--- config.mk ---
export PLATFORM = sky130hd
export DESIGN_NAME = wei_wake_ctrl
export DESIGN_NICKNAME = d
export VERILOG_FILES = /design/src/wei_wake_ctrl.v
export VERILOG_INCLUDE_DIRS = /design/src
export SDC_FILE = /design/constraint.sdc
export NUM_CORES = 1
export LEC_CHECK = 0
export ABC_AREA = 1
export CORE_AREA = 5 5 104 154
export CTS_BUF_LIST = sky130_fd_sc_hd__clkbuf_2
export CTS_CLUSTER_SIZE = 24
export DETAILED_ROUTE_END_ITERATION = 8
export DIE_AREA = 0 0 109 159
export DONT_BUFFER_PORTS = 1
export PLACE_DENSITY = 0.44
export RECOVER_POWER = 100
export SLEW_MARGIN = 0
export SYNTH_ARGS = -nofsm -noshare
export SYNTH_HDL_FRONTEND = slang
export SYNTH_SLANG_ARGS = --single-unit
--- constraint.sdc ---
create_clock -name clk -period 4.3 [get_ports clk]
set_input_delay 0.215 -clock clk [delete_from_list [all_inputs] [get_ports clk]]
set_output_delay 0.215 -clock clk [all_outputs]
set_load 0.1 [all_outputs]
--- src/wei_defs.vh ---
// Purpose: Constants for the wake event indicator and ready flag block
// Assumes: 100 MHz device clock, 32-bit register port
// Notes:   Offsets are byte addresses on the plain register port
`ifndef WEI_DEFS_VH
`define WEI_DEFS_VH

`define WEI_ADDR_W          8
`define WEI_OFS_PMC         8'h84
`define WEI_OFS_HWCFG       8'h74
`define WEI_BIT_READY       0
`define WEI_BIT_OUT_EN      1
`define WEI_BIT_POL         2
`define WEI_BIT_PULSE       3
`define WEI_CAUSE_LO        4
`define WEI_CAUSE_HI        5
`define WEI_BIT_DRIVE       6
`define WEI_BIT_ENERGY_WAKE_ENABLE       8
`define WEI_BIT_NET_EN      9
`define WEI_MODE_LO         12
`define WEI_MODE_HI         13
`define WEI_CAUSE_NONE      2'h0
`define WEI_CAUSE_ENERGY    2'h1
`define WEI_CAUSE_NET       2'h2
`define WEI_CAUSE_MULTI     2'h3
`define WEI_MODE_NORMAL     2'h0
`define WEI_MODE_NET        2'h1
`define WEI_MODE_ENERGY     2'h2
`define WEI_PULSE_MS        50
`define WEI_CLK_MHZ         100
`define WEI_PULSE_CYCLES    (`WEI_PULSE_MS * 1000 * `WEI_CLK_MHZ)
`define WEI_SETTLE_CYCLES   256

`endif

--- src/wei_wake_ctrl.v ---
// Purpose: Wake cause status, external wake output and ready flag
// Assumes: Host accesses are single-cycle strobes; event inputs are pulses
// Notes:   Only the low control bits plus mode and enables are held here
//
// The address map and strobed register access were chosen for this implementation.

// Macros must exist before the parameter defaults use them
`include "wei_defs.vh"

module wei_wake_ctrl #(
    parameter PULSE_CYCLES  = `WEI_PULSE_CYCLES,
    parameter SETTLE_CYCLES = `WEI_SETTLE_CYCLES
) (
    // Clock and reset
    input  wire        clk,
    input  wire        rst_n,
    // Register port
    input  wire [7:0]  addr,
    input  wire [31:0] wdata,
    input  wire        wr,
    input  wire        rd,
    output reg  [31:0] rdata,
    // Event sources, pulses, and their pending levels
    input  wire        net_event,
    input  wire        energy_event,
    input  wire        net_pending,
    input  wire        energy_pending,
    // Hardware configuration word supplied by the rest of the device
    input  wire [31:0] hardware_config_reg,
    // Wake indications
    output wire        wake_event_out_o,
    output wire        wake_event_out_oe,
    output wire        wake_irq_status,
    output wire [1:0]  power_mode_select,
    output wire        device_ready
);

    localparam ST_SETTLE = 1'b0;
    localparam ST_READY  = 1'b1;

    reg        state;
    reg [8:0]  settle_cnt;
    reg [1:0]  wake_cause;
    reg        wake_out_pulse_mode;
    reg        wake_out_polarity;
    reg        wake_out_enable;
    reg        wake_out_drive_type;
    reg        energy_wake_enable;
    reg        net_wake_enable;
    reg [1:0]  mode;
    reg        wake_active;
    reg [31:0] pulse_cnt;

    wire pmc_hit   = (addr == `WEI_OFS_PMC);
    wire pmc_wr    = wr && pmc_hit;
    wire net_hit   = net_event && net_wake_enable;
    wire en_hit    = energy_event && energy_wake_enable;
    wire any_event = net_hit || en_hit;
    wire clr_ok    = pmc_wr && (state == ST_READY);
    wire clr_net   = clr_ok && wdata[`WEI_CAUSE_HI] && !net_pending;
    wire clr_en    = clr_ok && wdata[`WEI_CAUSE_LO] && !energy_pending;
    // Bit order gives 01 energy, 10 net, 11 both
    wire [1:0] next_cause = {net_hit || (wake_cause[1] && !clr_net),
                             en_hit || (wake_cause[0] && !clr_en)};
    wire src_live  = (next_cause[1] && net_wake_enable) || (next_cause[0] && energy_wake_enable);

    assign device_ready      = (state == ST_READY);
    assign power_mode_select = mode;
    assign wake_irq_status   = wake_cause != `WEI_CAUSE_NONE;

    // Output active level; open-drain forces active low and drives only low
    wire asserted = wake_active && wake_out_enable;
    assign wake_event_out_o  = wake_out_drive_type ?
                               (asserted ~^ wake_out_polarity) : 1'b0;
    assign wake_event_out_oe = wake_out_drive_type ? 1'b1 : asserted;

    // Ready after settling; leaving normal mode drops it again
    always @(posedge clk or negedge rst_n) begin
        if (!rst_n) begin
            state      <= ST_SETTLE;
            settle_cnt <= 9'h000;
        end else begin
            case (state)
                ST_SETTLE: begin
                    if (mode == `WEI_MODE_NORMAL && settle_cnt == SETTLE_CYCLES - 1) begin
                        state <= ST_READY;
                    end else if (mode == `WEI_MODE_NORMAL) begin
                        settle_cnt <= settle_cnt + 9'h001;
                    end
                end
                ST_READY: begin
                    if (mode != `WEI_MODE_NORMAL) begin
                        state      <= ST_SETTLE;
                        settle_cnt <= 9'h000;
                    end
                end
                default: state <= ST_SETTLE;
            endcase
        end
    end

    always @(posedge clk or negedge rst_n) begin
        if (!rst_n) begin
            wake_cause          <= `WEI_CAUSE_NONE;
            wake_out_pulse_mode <= 1'b0;
            wake_out_polarity   <= 1'b0;
            wake_out_enable     <= 1'b0;
            wake_out_drive_type <= 1'b0;
            energy_wake_enable  <= 1'b0;
            net_wake_enable     <= 1'b0;
            mode                <= `WEI_MODE_NORMAL;
        end else begin
            wake_cause <= next_cause;
            if (pmc_wr) begin
                wake_out_pulse_mode <= wdata[`WEI_BIT_PULSE];
                wake_out_polarity   <= wdata[`WEI_BIT_POL];
                wake_out_enable     <= wdata[`WEI_BIT_OUT_EN];
                wake_out_drive_type <= wdata[`WEI_BIT_DRIVE];
                energy_wake_enable  <= wdata[`WEI_BIT_ENERGY_WAKE_ENABLE];
                net_wake_enable     <= wdata[`WEI_BIT_NET_EN];
                if (wdata[`WEI_MODE_HI:`WEI_MODE_LO] != 2'h3) begin
                    mode <= wdata[`WEI_MODE_HI:`WEI_MODE_LO];
                end
            end else if (any_event && mode != `WEI_MODE_NORMAL) begin
                // Wake event brings the device back to normal mode
                mode <= `WEI_MODE_NORMAL;
            end
        end
    end

    // Wake output hold and pulse timer
    always @(posedge clk or negedge rst_n) begin
        if (!rst_n) begin
            wake_active <= 1'b0;
            pulse_cnt   <= 32'h0000_0000;
        end else if (any_event) begin
            wake_active <= 1'b1;
            pulse_cnt   <= 32'h0000_0000;
        end else if (!src_live) begin
            wake_active <= 1'b0;
            pulse_cnt   <= 32'h0000_0000;
        end else if (wake_active && wake_out_pulse_mode) begin
            if (pulse_cnt == PULSE_CYCLES - 1) begin
                wake_active <= 1'b0;
            end else begin
                pulse_cnt <= pulse_cnt + 32'h0000_0001;
            end
        end
    end

    // Readable in any mode; the PMC offset returns the control and status word, the HWCFG offset returns hardware_config_reg, other addresses read zero
    always @(posedge clk or negedge rst_n) begin
        if (!rst_n) begin
            rdata <= 32'h0000_0000;
        end else if (rd && pmc_hit) begin
            rdata <= {18'h00000, mode, 2'h0, net_wake_enable, energy_wake_enable,
                      1'b0, wake_out_drive_type, wake_cause, wake_out_pulse_mode,
                      wake_out_polarity, wake_out_enable, device_ready};
        end else if (rd && addr == `WEI_OFS_HWCFG) begin
            rdata <= hardware_config_reg;
        end else begin
            rdata <= 32'h0000_0000;
        end
    end

endmodule // wei_wake_ctrl

# --- Word level (Yosys, flattened, before mapping) ---
# Index checks and enable logic that the tools add are counted.
word_totals:
  reg_bits: 85
  out_inout_bits: 38
  elab_cells: 85
classes:
  add_sub_neg: 2
  eq_ne: 12
  muxes: 22
  bitwise: 2
  n_reduce_logical: 34
op_table:
  columns: ["operator", "count"]
  rows:
  - ["32-bit two-way mux", 6]
  - ["32-bit by 1-bit adder with 32-bit output, second input constant", 1]
  - ["32-bit by 23-bit == test with 1-bit output, second input constant", 1]
  - ["9-bit two-way mux", 3]
  - ["1-bit logical AND", 18]
  - ["9-bit case mux with 2 select lines", 1]
  - ["9-bit by 1-bit adder with 9-bit output, second input constant", 1]
  - ["9-bit by 8-bit == test with 1-bit output, second input constant", 1]
  - ["8-bit by 7-bit == test with 1-bit output, second input constant", 1]
  - ["8-bit == test, second input constant", 1]
  - ["1-bit two-way mux", 8]
  - ["2-bit two-way mux", 3]
  - ["2-bit != test, second input constant", 3]
  - ["3-bit by 2-bit != test with 1-bit output, second input constant", 2]
  - ["2-bit AND reduction", 3]
  - ["2-bit nonzero test", 3]
  - ["1-bit zero test", 4]
  - ["1-bit logical OR", 4]
  - ["2-bit by 1-bit != test with 1-bit output, second input constant", 2]
  - ["3-bit != test, second input constant", 1]
  - ["3-bit AND reduction", 1]
  - ["2-bit zero test", 1]
  - ["1-bit case mux with 2 select lines", 1]
  - ["1-bit NOT", 1]
  - ["1-bit XNOR", 1]

# --- Depth between registers and ports, before layout ---
logic_depth:
  ltp_word: 12
  mapped_depth: 14
  ltp_nobuf: 14

# --- Least setup slack after synthesis ---
# No wires, ideal clock.
synth_path:
  kind: "register -> output"
  start: "reg wake_active"
  end: "out wake_event_out_o"
  t_arrival_ns: 1.996
  required_time_ns: 4.085
  path_slack_ns: 2.089
  path_stages_with_launch: 4
  n_path_buf: 0
  path_cell_list: "dfrtp_1 > nand2_1 > o21ai_0 > a21oi_1"
synth_via:
  elab_chain_len: 3
synth_lines:
  columns: ["element", "line", "source"]
  rows:
  - ["from (decl)", "wei_wake_ctrl.v:51", "reg wake_active;"]
  - ["from (signal assigned)", "wei_wake_ctrl.v:134", "wake_active <= 1'b0;"]
  - ["from (signal assigned)", "wei_wake_ctrl.v:137", "wake_active <= 1'b1;"]
  - ["from (signal assigned)", "wei_wake_ctrl.v:140", "wake_active <= 1'b0;"]
  - ["1-bit logical AND", "wei_wake_ctrl.v:72", "wire asserted = wake_active && wake_out_enable;"]
  - ["1-bit XNOR", "wei_wake_ctrl.v:74", "(asserted ~^ wake_out_polarity) : 1'b0;"]
  - ["1-bit two-way mux", "wei_wake_ctrl.v:73", "assign wake_event_out_o = wake_out_drive_type ?"]
  - ["to (decl)", "wei_wake_ctrl.v:31", "output wire wake_event_out_o,"]
# No other way between the ends.

# --- Worst setup path after layout ---
layout_path:
  start: "reg wake_out_enable"
  end: "out wake_event_out_o"
layout_via:
  elab_chain_len: 3
layout_lines:
  columns: ["element", "line", "source"]
  rows:
  - ["from (decl)", "wei_wake_ctrl.v:46", "reg wake_out_enable;"]
  - ["from (signal assigned)", "wei_wake_ctrl.v:117", "wake_out_enable <= wdata[`WEI_BIT_OUT_EN];"]
  - ["1-bit logical AND", "wei_wake_ctrl.v:72", null]
  - ["1-bit XNOR", "wei_wake_ctrl.v:74", null]
  - ["1-bit two-way mux", "wei_wake_ctrl.v:73", null]
# No other way between the ends.

==> flow_summary.yaml <==
status:
  status: "complete, but fails checks"
  violations: "capacitance limit, slew limit"
timing:
  setup_violations: 0
  min_period_ps: 3030
  final-max-slew-violation-count: 87
  period_share_pct: 70.4
  hold_viol: 0
  rsz0062_at_grt: "no"
  tns_ps: 0
  worstMarginPinSlew_ps: 2160
  maxSlewHeadroom_pct: -44.3
  fmax_mhz: 330
  clock_skew_ps: 16.5
cts:
  htreeDepth: 3
  numCtsBuffers: 9
  clockRootBuffer: "clkbuf_2"
  clock_latency_ps: 570
  cts_tree: "yes"
  cts_buffer_depth: 2
  clk_pin_slew_ps: 250
  cts_resized: 0
  cts.hold.buffers_added: 61
  cts.sinks: 85
  cts_setup_buffers: 0
global_routing:
  grt_usage_pct: 13.3
  grt_max_degree: 86
  met2_usage_pct: 23.9
  grt_use_met3_pct: 4.14
  grt.busiest_layer: "met2"
  overflow: 0
  grt_pass1_wl_um: 18300
  antenna_found_initial: 0
  met1_usage_pct: 14.5
  grt_pass1_vias: 3843
cells_and_area:
  fin_nets: 680
  num_antenna_cells: 0
  final_core_util_pct: 35.7
  mostFrequentLayoutCells: "106 x nand2_1, 100 x nor2_1, 91 x inv_1, 85 x dfrtp_1, 60 x dlygate4sd3_1"
  multi_input_area_um2: 1670
  n_fill_cell: 1526
  regArea_um2: 2130
  mostFrequentLayoutCell: "nand2_1"
  layout-drive-gt1-share_pct: 6.64
  area_growth_pct: 21.9
  stdcell_area_um2: 5190
drt:
  drc_errors: 0
  firstDrtPassIters: 4
  wirelength_um: 10800
  wl_per_cell_um: 13.5
  vias_per_cell: 4.38
  first_iter_violations: 125
  vias: 3499
  ant_nets: 0
logic_synthesis:
  syn-cell-area_um2: 4260
  synth_cell_types: 28
  synth-seq-cells: 85
  netlist_instances: 532
  ys_seq_area_share_pct: 50.0
  synth_warnings: 0
  syn_nets: 615
  synth_area_per_cell_um2: 8.00
setup_path:
  cp_max_fo: 3
  crit_arrival_ps: 2810
  cp-end-kind: "primary output"
  start_kind: "register"
  crit_type: "reg -> out"
  required_ps: 4090
min_path:
  min_path_type: "in -> reg"
placement:
  io_buffers: 0
  hpwl_um: 7400
  dpl_cell_area_um2: 4440
  place_congestion: 0.780
die:
  io_pins: 118
  core_um2: 14500
  rows: 54
  die_y_um: 159
  dieArea_um2: 17300
  start_util_pct: 29.3
  die_w_um: 109
power:
  ir_worst_vdd_mv: 0.193
  p_leak_nw: 2.49
  power_w: 0.00171
  power-per-cell-area_nw_per_um2: 329
flow_run:
  cap_violations: 2
-- report_power, final --
part	switching (W)	internal, W
registers	0.0000543	0.000848
clock network	0.000314	0.000261
logic	0.000139	0.0000918
total	0.000507	0.00120
-- per-stage QoR --
stage          setup WS [ps]  cells  hold slack [ps]
6_report                1270    798              104
3_3_place_gp            1870    721            -73.5
4_1_cts                 1800    798             66.9
3_5_place_dp            1830    721            -73.5
5_1_grt                 1030    798             60.2
2_1_floorplan           2090    532            -80.6
-- cells by family after synthesis --
kind of cell    Yosys count  share of synthesized area (%)
flops                    85                           50.0
simple gates            281                           29.7
xor+xnor                 18                           3.70
fa+ha+maj                 3                          0.882
compound gates           41                           5.47
buf+inv                 104                           10.2
-- final timing paths --
kind / from / slack (ps) / to / cells past startpoint
hold / removal: net_pending / 100 / wake_active$_DFFE_PN0P_ / 8
setup / recovery: wake_out_enable$_DFFE_PN0N_ / 1270 / wake_event_out_o / 3
setup reg to reg: power_mode_select[1]$_DFFE_PN0P_ / 1360 / settle_cnt[7]$_DFFE_PN0P_ / 12
min in group asynchronous: rst_n / 840 / pulse_cnt[26]$_DFFE_PN0P_ / 2
hold reg to reg: settle_cnt[4]$_DFFE_PN0P_ / 550 / settle_cnt[4]$_DFFE_PN0P_ / 1
max in group asynchronous: rst_n / 2230 / wake_cause[1]$_DFF_PN0_ / 2
-- cells in the mapped netlist (all sizes together) --
library cell  number  area [um^2]
ha                 3         37.5
buf                6         67.6
dfrtp             85         2130
nor3              10         55.1
nand3b             1         7.51
nand2            113          459
o21ai             19         98.9
a21oi              8         40.0
nand3             28          153
nor2             110          465
and3               2         12.5
nand4             17          113
xor2              16          140
clkbuf             4         15.0
inv               94          353
a32o               1         10.0
o22ai             11         68.8
o21bai             2         15.0
xnor2              2         17.5
-- sequential cells by signal (all words and copies together), names as in the netlist, 2 cells and up --
| name | cells |
|---|---|
| pulse_cnt | 32 |
| settle_cnt | 9 |
| power_mode_select | 2 |
| wake_cause | 2 |
| rdata | 32 |
-- metal layers --
metal / part of all wire [%] / up-vias
met1: 40 / 1619
li1: - / 1773
met5: 0 / -
met2: 52 / 93
met3: 6.4 / 14
met4: 1.8 / 0
-- layout make-up --
cell class              count  share of cell area [%]
clock buffers               9                   0.868
clock inverters             7                    2.46
inverters                  94                    6.80
multi-input cells         343                    32.2
flip-flops and latches     85                    41.0
well taps                 196                    4.73
repair buffers             64                    11.9
-- critical path, stage by stage (launching register included) --
cell and delay (ps):
dfrtp_1 460, nand2_1 110, o21ai_0 80, a21oi_1 1590
(Power assumes the default switching activity.)
